===== src/cpq_pkg.sv =====
// Package: constants, field layout and default cache table for the cache parameter query
package cpq_pkg;

   // ==========================================================
   // Query leaf selection
   localparam logic [31:0] CPQ_LEAF_CACHE_PARAMS = 32'h0000_0004;
   localparam logic [31:0] CPQ_LEAF_LAST_ALWAYS = 32'h0000_0003;
   localparam logic [31:0] CPQ_LEAF_EXT_BASE = 32'h8000_0000;

   // ==========================================================
   // Miscellaneous enable register
   localparam int CPQ_MISC_LEGACY_LIMIT_BIT = 22;
   localparam logic [31:0] CPQ_MISC_RESET = 32'h0000_0000;

   // ==========================================================
   // First result word layout
   localparam int CPQ_TYPE_LSB = 0;
   localparam int CPQ_TYPE_W = 5;
   localparam int CPQ_LEVEL_LSB = 5;
   localparam int CPQ_LEVEL_W = 3;
   localparam int CPQ_SELF_INIT_BIT = 8;
   localparam int CPQ_FULL_ASSOC_BIT = 9;
   localparam int CPQ_SHARE_LSB = 14;
   localparam int CPQ_SHARE_W = 12;
   localparam int CPQ_CORES_LSB = 26;
   localparam int CPQ_CORES_W = 6;

   // ==========================================================
   // Second and third result word layout
   localparam int CPQ_LINE_LSB = 0;
   localparam int CPQ_LINE_W = 12;
   localparam int CPQ_PARTS_LSB = 12;
   localparam int CPQ_PARTS_W = 10;
   localparam int CPQ_WAYS_LSB = 22;
   localparam int CPQ_WAYS_W = 10;
   localparam int CPQ_SETS_W = 32;
   localparam int CPQ_SIZE_W = 66;

   // ==========================================================
   // Reset values and table sizing
   localparam logic [31:0] CPQ_WORD_RESET = 32'h0000_0000;
   localparam logic [CPQ_SIZE_W-1:0] CPQ_SIZE_RESET = '0;
   localparam int CPQ_NUM_CACHES = 3;
   localparam int CPQ_TABLE_DEPTH = 4;

   typedef enum logic [CPQ_TYPE_W-1:0] {
      CPQ_CT_NULL = 5'h00,
      CPQ_CT_DATA = 5'h01,
      CPQ_CT_INSTR = 5'h02,
      CPQ_CT_UNIFIED = 5'h03
   } cpq_cache_type_t;

   typedef enum logic [1:0] {
      CPQ_ST_IDLE = 2'b00,
      CPQ_ST_LOOKUP = 2'b01,
      CPQ_ST_ANSWER = 2'b11
   } cpq_state_t;

   // All counts held minus one
   typedef struct packed {
      logic [CPQ_TYPE_W-1:0] ctype;
      logic [CPQ_LEVEL_W-1:0] level;
      logic self_init;
      logic full_assoc;
      logic [CPQ_SHARE_W-1:0] share_m1;
      logic [CPQ_CORES_W-1:0] cores_m1;
      logic [CPQ_LINE_W-1:0] line_m1;
      logic [CPQ_PARTS_W-1:0] parts_m1;
      logic [CPQ_WAYS_W-1:0] ways_m1;
      logic [CPQ_SETS_W-1:0] sets_m1;
   } cpq_desc_t;

   localparam cpq_desc_t CPQ_DESC_NULL = '0;

   // Default hierarchy: L1 data, L1 instruction, L2 unified, then nothing
   localparam cpq_desc_t CPQ_DEF_TABLE [CPQ_TABLE_DEPTH] = '{
      '{5'h01, 3'h1, 1'b1, 1'b0, 12'h001, 6'h00, 12'h03F, 10'h000, 10'h007, 32'h0000_003F},
      '{5'h02, 3'h1, 1'b1, 1'b0, 12'h001, 6'h00, 12'h03F, 10'h000, 10'h007, 32'h0000_003F},
      '{5'h03, 3'h2, 1'b1, 1'b0, 12'h001, 6'h00, 12'h03F, 10'h000, 10'h007, 32'h0000_03FF},
      '{5'h00, 3'h0, 1'b0, 1'b0, 12'h000, 6'h00, 12'h000, 10'h000, 10'h000, 32'h0000_0000}
   };

endpackage


===== src/cpq_desc_if.sv =====
// Interface: cache index request and descriptor answer between query logic and table
`timescale 1ns/1ps
interface cpq_desc_if;
   import cpq_pkg::*;
   logic [31:0] index;
   cpq_desc_t desc;
   modport lookup (output index, input desc);
   modport table_side (input index, output desc);
endinterface


===== src/cpq_desc_table.sv =====
// Descriptor table holding one cache descriptor per index
`timescale 1ns/1ps
module cpq_desc_table #(
   parameter int NUM_CACHES = cpq_pkg::CPQ_NUM_CACHES
) (
   cpq_desc_if.table_side port
);
   import cpq_pkg::*;

   cpq_desc_t table_mem [CPQ_TABLE_DEPTH];

   // ==========================================================
   // Table fill
   // Indices past the configured cache count read as the null entry
   for (genvar g = 0; g < CPQ_TABLE_DEPTH; g++) begin : g_entry
      assign table_mem[g] = (g < NUM_CACHES) ? CPQ_DEF_TABLE[g] : CPQ_DESC_NULL;
   end

   // ==========================================================
   // Lookup
   always_comb begin
      port.desc = CPQ_DESC_NULL;
      if (port.index < 32'(CPQ_TABLE_DEPTH)) begin
         port.desc = table_mem[port.index[$clog2(CPQ_TABLE_DEPTH)-1:0]];
      end
   end

endmodule // cpq_desc_table


===== src/cpq_query.sv =====
// Top: cache parameter query responder with miscellaneous enable register
// ==========================================================
`timescale 1ns/1ps
module cpq_query #(
   parameter int NUM_CACHES = cpq_pkg::CPQ_NUM_CACHES
) (
   input wire logic sys_clk_in,
   input wire logic reset_n_in,
   input wire logic query_valid_in,
   input wire logic [31:0] query_leaf_in,
   input wire logic [31:0] query_index_in,
   input wire logic misc_wr_in,
   input wire logic [31:0] misc_wdata_in,
   output logic query_ready_out,
   output logic answer_valid_out,
   output logic [31:0] first_result_word_out,
   output logic [31:0] second_result_word_out,
   output logic [31:0] third_result_word_out,
   output logic [31:0] fourth_result_word_out,
   output logic [cpq_pkg::CPQ_SIZE_W-1:0] cache_size_out,
   output logic leaf_hidden_out,
   output logic leaf_unhandled_out,
   output logic no_more_caches_out,
   output logic [31:0] misc_enable_register_out
);
   import cpq_pkg::*;

   cpq_state_t state_ff;
   cpq_state_t nxt_state;
   logic ready_ff;
   logic answer_valid_ff;
   logic [31:0] leaf_ff;
   logic [31:0] index_ff;
   logic [31:0] misc_enable_register_ff;
   logic [31:0] first_word_ff;
   logic [31:0] second_word_ff;
   logic [31:0] third_word_ff;
   logic [31:0] fourth_word_ff;
   logic [CPQ_SIZE_W-1:0] cache_size_ff;
   logic leaf_hidden_ff;
   logic leaf_unhandled_ff;
   logic no_more_ff;
   logic take_query;
   logic serve_leaf;
   logic gated_now;
   cpq_desc_t desc;
   logic [CPQ_SIZE_W-1:0] size_calc;

   cpq_desc_if desc_bus ();

   // ==========================================================
   // Helpers
   // Leaves in this window vanish under the legacy leaf limit
   function automatic logic leaf_in_gated_range(input logic [31:0] leaf);
      return (leaf > CPQ_LEAF_LAST_ALWAYS) && (leaf < CPQ_LEAF_EXT_BASE);
   endfunction

   function automatic logic [31:0] pack_first(input cpq_desc_t d);
      logic [31:0] w;
      w = CPQ_WORD_RESET;
      w[CPQ_TYPE_LSB +: CPQ_TYPE_W] = d.ctype;
      w[CPQ_LEVEL_LSB +: CPQ_LEVEL_W] = d.level;
      w[CPQ_SELF_INIT_BIT] = d.self_init;
      w[CPQ_FULL_ASSOC_BIT] = d.full_assoc;
      w[CPQ_SHARE_LSB +: CPQ_SHARE_W] = d.share_m1;
      w[CPQ_CORES_LSB +: CPQ_CORES_W] = d.cores_m1;
      return w;
   endfunction

   function automatic logic [31:0] pack_second(input cpq_desc_t d);
      logic [31:0] w;
      w = CPQ_WORD_RESET;
      w[CPQ_LINE_LSB +: CPQ_LINE_W] = d.line_m1;
      w[CPQ_PARTS_LSB +: CPQ_PARTS_W] = d.parts_m1;
      w[CPQ_WAYS_LSB +: CPQ_WAYS_W] = d.ways_m1;
      return w;
   endfunction

   // ==========================================================
   // Descriptor table
   assign desc_bus.index = index_ff;
   assign desc = desc_bus.desc;

   cpq_desc_table #(
      .NUM_CACHES(NUM_CACHES)
   ) u_table (
      .port(desc_bus.table_side)
   );

   // ==========================================================
   // Query acceptance and leaf decode
   assign take_query = query_valid_in && ready_ff;
   assign gated_now = misc_enable_register_ff[CPQ_MISC_LEGACY_LIMIT_BIT]
                      && leaf_in_gated_range(leaf_ff);
   assign serve_leaf = (leaf_ff == CPQ_LEAF_CACHE_PARAMS) && !gated_now;

   // Full width product: four fields sum to 64 bits in width, the product reaches 65 bits
   assign size_calc = (CPQ_SIZE_W'(desc.ways_m1) + CPQ_SIZE_W'(1))
                    * (CPQ_SIZE_W'(desc.parts_m1) + CPQ_SIZE_W'(1))
                    * (CPQ_SIZE_W'(desc.line_m1) + CPQ_SIZE_W'(1))
                    * (CPQ_SIZE_W'(desc.sets_m1) + CPQ_SIZE_W'(1));

   // ==========================================================
   // Sequencer
   always_comb begin
      nxt_state = state_ff;
      case (state_ff)
         CPQ_ST_IDLE: begin
            if (take_query) begin
               nxt_state = CPQ_ST_LOOKUP;
            end
         end
         CPQ_ST_LOOKUP: begin
            nxt_state = CPQ_ST_ANSWER;
         end
         CPQ_ST_ANSWER: begin
            nxt_state = CPQ_ST_IDLE;
         end
         default: begin
            nxt_state = CPQ_ST_IDLE;
         end
      endcase
   end

   always_ff @(posedge sys_clk_in) begin
      if (!reset_n_in) begin
         state_ff <= CPQ_ST_IDLE;
      end else begin
         state_ff <= nxt_state;
      end
   end

   // Single query in flight; a new one waits for the answer to clear
   always_ff @(posedge sys_clk_in) begin
      if (!reset_n_in) begin
         ready_ff <= 1'b0;
      end else begin
         ready_ff <= (nxt_state == CPQ_ST_IDLE);
      end
   end

   always_ff @(posedge sys_clk_in) begin
      if (!reset_n_in) begin
         leaf_ff <= CPQ_WORD_RESET;
         index_ff <= CPQ_WORD_RESET;
      end else if (take_query) begin
         leaf_ff <= query_leaf_in;
         index_ff <= query_index_in;
      end
   end

   // ==========================================================
   // Miscellaneous enable register
   // Cleared at reset so the cache leaf is visible by default
   always_ff @(posedge sys_clk_in) begin
      if (!reset_n_in) begin
         misc_enable_register_ff <= CPQ_MISC_RESET;
      end else if (misc_wr_in) begin
         misc_enable_register_ff <= misc_wdata_in;
      end
   end

   // ==========================================================
   // Answer words
   always_ff @(posedge sys_clk_in) begin
      if (!reset_n_in) begin
         first_word_ff <= CPQ_WORD_RESET;
         second_word_ff <= CPQ_WORD_RESET;
         third_word_ff <= CPQ_WORD_RESET;
         fourth_word_ff <= CPQ_WORD_RESET;
         cache_size_ff <= CPQ_SIZE_RESET;
      end else if (state_ff == CPQ_ST_LOOKUP) begin
         // Hidden or foreign leaves answer all zero
         fourth_word_ff <= CPQ_WORD_RESET;
         if (serve_leaf) begin
            first_word_ff <= pack_first(desc);
            second_word_ff <= pack_second(desc);
            third_word_ff <= desc.sets_m1;
            cache_size_ff <= (desc.ctype == CPQ_CT_NULL) ? CPQ_SIZE_RESET : size_calc;
         end else begin
            first_word_ff <= CPQ_WORD_RESET;
            second_word_ff <= CPQ_WORD_RESET;
            third_word_ff <= CPQ_WORD_RESET;
            cache_size_ff <= CPQ_SIZE_RESET;
         end
      end
   end

   // ==========================================================
   // Answer status
   always_ff @(posedge sys_clk_in) begin
      if (!reset_n_in) begin
         answer_valid_ff <= 1'b0;
      end else begin
         answer_valid_ff <= (state_ff == CPQ_ST_LOOKUP);
      end
   end

   always_ff @(posedge sys_clk_in) begin
      if (!reset_n_in) begin
         leaf_hidden_ff <= 1'b0;
         leaf_unhandled_ff <= 1'b0;
         no_more_ff <= 1'b0;
      end else if (state_ff == CPQ_ST_LOOKUP) begin
         leaf_hidden_ff <= gated_now;
         leaf_unhandled_ff <= !gated_now && (leaf_ff != CPQ_LEAF_CACHE_PARAMS);
         // Tells the caller to stop walking the index
         no_more_ff <= serve_leaf && (desc.ctype == CPQ_CT_NULL);
      end
   end

   // ==========================================================
   // Outputs
   assign query_ready_out = ready_ff;
   assign answer_valid_out = answer_valid_ff;
   assign first_result_word_out = first_word_ff;
   assign second_result_word_out = second_word_ff;
   assign third_result_word_out = third_word_ff;
   assign fourth_result_word_out = fourth_word_ff;
   assign cache_size_out = cache_size_ff;
   assign leaf_hidden_out = leaf_hidden_ff;
   assign leaf_unhandled_out = leaf_unhandled_ff;
   assign no_more_caches_out = no_more_ff;
   assign misc_enable_register_out = misc_enable_register_ff;

endmodule // cpq_query


===== config.mk =====
export PLATFORM = sky130hd
export DESIGN_NAME = cpq_query
export DESIGN_NICKNAME = d
export VERILOG_FILES = /design/src/cpq_pkg.sv /design/src/cpq_desc_if.sv /design/src/cpq_desc_table.sv /design/src/cpq_query.sv
export SDC_FILE = /design/constraint.sdc
export NUM_CORES = 1
export LEC_CHECK = 0
export BUFFER_PORTS_ARGS = -buffer_cell sky130_fd_sc_hd__buf_4
export CAP_MARGIN = 20
export CORE_UTILIZATION = 30
export CTS_BUF_LIST = sky130_fd_sc_hd__clkbuf_16
export DETAILED_ROUTE_END_ITERATION = 8
export PLACE_DENSITY_LB_ADDON = 0.05
export SYNTH_ARGS = -nofsm -noshare
export SYNTH_HDL_FRONTEND = slang
export SYNTH_SLANG_ARGS = --single-unit

===== constraint.sdc =====
create_clock -name sys_clk_in -period 1.7 [get_ports sys_clk_in]
set_input_delay 0.085 -clock sys_clk_in [delete_from_list [all_inputs] [get_ports sys_clk_in]]
set_output_delay 0.085 -clock sys_clk_in [all_outputs]
set_load 0.02 [all_outputs]

Word level (Yosys, flattened, before mapping)
Index checks and enable logic that the tools add are counted.
Cells by class
  add/subtract/negate cells: 4
  multiply operators: 3
  magnitude comparators: 4
  equal/unequal tests: 3
  mux-type cells: 11
  bitwise operators: 1
  reductions and logical operators: 10
Operator list (number)
  92-bit two-way mux: 3
  92-bit binary-select mux with 2-bit select: 1
  66-bit two-way mux: 2
  32-bit two-way mux: 3
  35-bit by 33-bit multiplier with 66-bit output: 1
  22-bit by 13-bit multiplier with 35-bit output: 1
  32-bit by 1-bit adder with 33-bit output (second input constant): 1
  32-bit by 3-bit == test with 1-bit output (second input constant): 1
  32-bit by 2-bit > comparator with 1-bit output (second input constant): 1
  32-bit by 3-bit less-than comparator with 1-bit output (second input constant): 1
  32-bit less-than comparator (second input constant): 1
  32-bit by 3-bit != test with 1-bit output (second input constant): 1
  10-bit by 1-bit adder with 11-bit output (second input constant): 2
  11-bit by 11-bit multiplier with 22-bit output: 1
  12-bit by 1-bit adder with 13-bit output (second input constant): 1
  1-bit logical AND: 6
  5-bit zero test: 1
  2-bit zero test: 2
  2-bit case mux with 2 select lines: 1
  3-bit >= comparator (second input constant): 1
  2-bit NOT with 3-bit output: 1
  2-bit by 1-bit == test with 1-bit output (second input constant): 1
  2-bit two-way mux: 1
  1-bit zero test: 1
Word-level totals
  register bits: 265
  logic and storage cells: 49

Depth between registers and ports, before layout
  depth in word-level cells: 11
  depth in mapped cells: 5
  depth with buffers taken out: 5

Hierarchy
Synthesis repeated with hierarchy kept, for this count alone.
Unflattened totals
  cells, all modules: 6899
  area total of the unflattened synthesis: 60287.8 µm²
Modules (own cells, without submodules)
  cpq_query: instances 1, cells each 6787, area each 59473.3 µm²
  cpq_desc_table: instances 1, cells each 112, area each 814.5 µm²

Worst setup path before layout
No wires, ideal clock.
  path type: register to register
  start: register ready_ff (netlist: query_ready_out)
  end: register leaf_ff[23]
  setup time: 0.070 ns
  data arrival time: 1.326 ns
  data required time: 1.630 ns
  slack: 0.303 ns
  cell stages (with the launch flop): 6
  path buffers: 2
  period minus slack after synthesis: 1.397 ns
  path through: dfxtp_1 -> and2_1 -> clkbuf_1 -> clkbuf_1 -> nand2_1 -> a21oi_1
On the way
  longest elaborated chain between the ends: 1
Ends and longest elaborated chain
  start: declaration: line cpq_query.sv:30  | logic ready_ff;
  start signal: assignment: line cpq_query.sv:138  | ready_ff <= (nxt_state == CPQ_ST_IDLE);
  1-bit logical AND: line cpq_query.sv:92  | assign take_query = query_valid_in && ready_ff;
  end signal: assignment: line cpq_query.sv:147  | leaf_ff <= query_leaf_in;
  end: declaration: line cpq_query.sv:32  | logic [31:0] leaf_ff;
Every way passes these cells.
A chain may end at the register's enable or synchronous reset.

Worst setup path after layout
  start: register leaf_ff[7]
  end: register leaf_hidden_ff (netlist: leaf_hidden_out)
On the way
  longest elaborated chain between the ends: 3
  elaborated cells on any way between the ends: 4
  those cells by class: order compare: 2; reduce/logical: 2
Ends and longest elaborated chain
  32-bit by 2-bit > comparator with 1-bit output / 32-bit less-than comparator (equally long branches): line cpq_query.sv:55  | return (leaf > CPQ_LEAF_LAST_ALWAYS) && (leaf < CPQ_LEAF_EXT_BASE);
  1-bit logical AND *: line cpq_query.sv:55
  1-bit logical AND *: line cpq_query.sv:94  | && leaf_in_gated_range(leaf_ff);
  end signal: assignment: line cpq_query.sv:205  | leaf_hidden_ff <= gated_now;
  end: declaration: line cpq_query.sv:40  | logic leaf_hidden_ff;
Every way passes the cells marked *; elsewhere a longest branch is shown, timed or not.

==> impl_metrics.yaml <==
status:
  status: "completed"
pwr:
  p_total_mw: 7.55
  p_per_area_nw_per_um2: 971
  ir_drop_v: 0.000638
  leakage_nw: 3.65
clock_network:
  htree_levels: 4
  clkSinkCount: 113
  clkSlewWorstSetupHoldPaths_ns: 0.05
  clockRootBuffer: "clkbuf_16"
  cts_tree: "yes"
  clock_path_buffers: 2
  clk_latency_ns: 0.40
  cts_buffers: 17
synth:
  synthArstFlopShare_pct: 0
  synth_cell_types: 30
  ys_warn_count: 0
  synth_compound_area_share_pct: 7.46
  ys_ff_latch: 113
  synth_fa_ha_area_share_pct: 0.462
  synth_top_area_share_pct: 41.8
  yosys-top-cells-area: "dfxtp_1, buf_4, nand2_1"
  ys.flop_type: "dfxtp_1"
  syn_inst: 657
  yosysTopAreaCell: "dfxtp_1"
  syn_area_um2: 5420
  avgSynthCellArea_um2: 8.25
  synth_edf_count: 0
  seq_area_frac_synth_pct: 41.8
  yosys.area_share.simple_pct: 16.6
  synth-xor-area-share_pct: 0
  synth_mux_area_share_pct: 5.91
  synth_top_family_by_area: "buffers and inverters"
timing:
  maxSlewViolCount: 0
  worstMarginPinSlew_ns: 0.869
  fmax_mhz: 624
  whs_ns: 0.233
  maxSlewHeadroom_pct: 41.9
  fin_crit_ns: 1.60
  hold_viol: 0
  min_period_over_period_pct: 94.3
  rsz0062_at_grt: "false"
  tns_ns: 0
  skew_ns: 0.00642
  setup_viol: 0
worst_setup_path:
  slowest_delay_ns: 0.31
  r2r_end: "leaf_hidden_out"
  arrival_ns: 1.89
  startpoint: "leaf_ff[7]"
  end_kind: "register"
  slowest_stage: "dfxtp_1"
  reg2reg_slack_ns: 0.1
  path_class: "reg -> reg"
  r2r_start: "leaf_ff[7]"
  crit_path_cell_trace: "nor4_1, nand4_1, buf_4, nor3_4, nor2_2, a22o_1"
  rr_worst_depth: 6
  crit_end: "leaf_hidden_out"
  critPathRequiredTime_ns: 1.98
  cp-start-kind: "register"
  crit_fanout: 2
detailed_routing:
  drt_iter0_drc: 192
  drt_pass1_iterations: 4
  viasPerCell: 3.98
  totalWireLength_mm: 13.1
  ant_nets: 0
  drc: 0
  vias: 4511
  wl_per_cell_um: 11.6
grt:
  grt_pass1_wl_mm: 20.0
  grtUsageTotal_pct: 14.1
  grt_max_degree: 98
  antenna_found_initial: 0
  grt_pass1_vias: 4090
  grt_overflow: 0
floorplanning:
  io_pins: 331
  die_x_um: 136
  start_util_pct: 31.0
  row_count: 48
  die_y_um: 136
  core_region_area_um2: 17500
  die_area_um2: 18600
cells_and_area:
  finalNonFillerCells: 1134
  antenna_cells: 0
  drive_gt1_share_pct: 23.8
  fin_nets: 998
  area_growth_pct: 43.5
min_path:
  hold_path.class: "in -> reg"
placed_design:
  dp.cells: 1004
  dp_hpwl_mm: 9.25
  place_congestion: 0.712
  io_buffers: 172
job:
  cap_violations: 0
[what timing repair did]
item                                    CTS  global route
endpoints found under the setup margin    0            10
gates resized for setup                   0            10
setup buffers                             0             1
hold endpoints to repair                 98             0
hold buffers                             97             0
[kinds of logic after synthesis]
kind of cell               Yosys count
buffers and inverters              216
muxes                               32
DFF                                113
other                                1
and+or+nand+nor                    215
AOI/OAI and AO/OA                   78
adders and majority gates            2
[power by group]
group / internal [mW] / leakage (nW) / switching [mW] / total, mW
registers: 2.78 / 0.924 / 0.0725 / 2.86
clock network: 2.26 / 0.295 / 1.16 / 3.42
logic: 0.527 / 2.43 / 0.750 / 1.28
[critical path, delay by kind of cell, from the launching register on]
family | cells | cell delay, ns
compound gates | 1 | 0.19
buf+inv | 1 | 0.22
simple gates | 4 | 0.77
flops | 1 | 0.31
[per-stage QoR]
| stage | instance area [um2] | utilization [%] | setup slack, ns |
|---|---|---|---|
| global route | 7780 | 44.5 | 0.00116 |
| detailed placement | 6170 | 35.3 | 0.0679 |
| floorplan | 6010 | - | 0.303 |
| CTS | 7720 | 44.2 | 0.0531 |
| finish | 7780 | 44.5 | 0.0969 |
| global placement | 6170 | 35.3 | 0.0908 |
[registers in the layout, indices dropped and copies added, names as in the netlist]
signal	cells
cache_size_out	6
desc_bus.index	32
first_result_word_out	5
leaf_ff	32
leaf_hidden_out	1
leaf_unhandled_out	1
misc_enable_register_out	32
no_more_caches_out	1
query_ready_out	1
state_ff	2
[cells in the final DEF, fill, tap and decap left out, types with 11 or more instances in the layout]
cell             n
a21oi_1         64
buf_4          174
clkbuf_16       17
conb_1         158
dfxtp_1        111
dlygate4sd3_1   97
mux2i_1         32
nand2_1        142
nor2_1          38
nor4_1          11
[layer usage]
layer	GRT usage, %	vias to the layer above	part of all wire [%]
met1	16.2	2062	41
met3	4.33	11	5.5
met5	0	-	0
li1	-	2256	-
met4	4.88	0	1.3
met2	24.6	182	52
[how the worst min path moves through the flow]
| stage | end | cells past startpoint | slack [ns] | from |
|---|---|---|---|---|
| after global placement | misc_enable_register_out[30] | 3 | 0.32 | misc_wdata_in[30] |
| after detailed placement | misc_enable_register_out[11] | 3 | 0.33 | misc_wdata_in[11] |
| after global routing | leaf_ff[12] | 5 | 0.26 | query_valid_in |
| after CTS | desc_bus.index[7] | 5 | 0.22 | query_valid_in |
| final | leaf_ff[14] | 5 | 0.23 | query_valid_in |
| after floorplan | no_more_caches_out | 1 | 0.20 | reset_n_in |
[synthesized netlist by cell type, types with 2 or more instances]
| master | instances |
|---|---|
| buf_1 | 2 |
| inv_1 | 3 |
| mux2i_1 | 32 |
| nand3_1 | 2 |
| nor3_1 | 3 |
| nor2_1 | 39 |
| o21ai_1 | 9 |
| nand4_1 | 4 |
| nand2_1 | 143 |
| nor4_1 | 12 |
| clkbuf_1 | 24 |
| nor3b_1 | 2 |
| buf_4 | 183 |
| a21oi_1 | 64 |
| and2_1 | 3 |
| ha_1 | 2 |
| o21a_1 | 2 |
| buf_2 | 3 |
| dfxtp_1 | 113 |
| nor2b_1 | 2 |
[layout make-up]
cell class | count | area [um2]
timing repair buffer | 275 | 2350
clock inverter | 15 | 151
tap | 225 | 282
clock buffer | 17 | 425
inverter | 4 | 15.0
sequential | 113 | 2260
multi-input combinational | 485 | 2290
fill | 1744 | 9700
(Power assumes the default switching activity.)
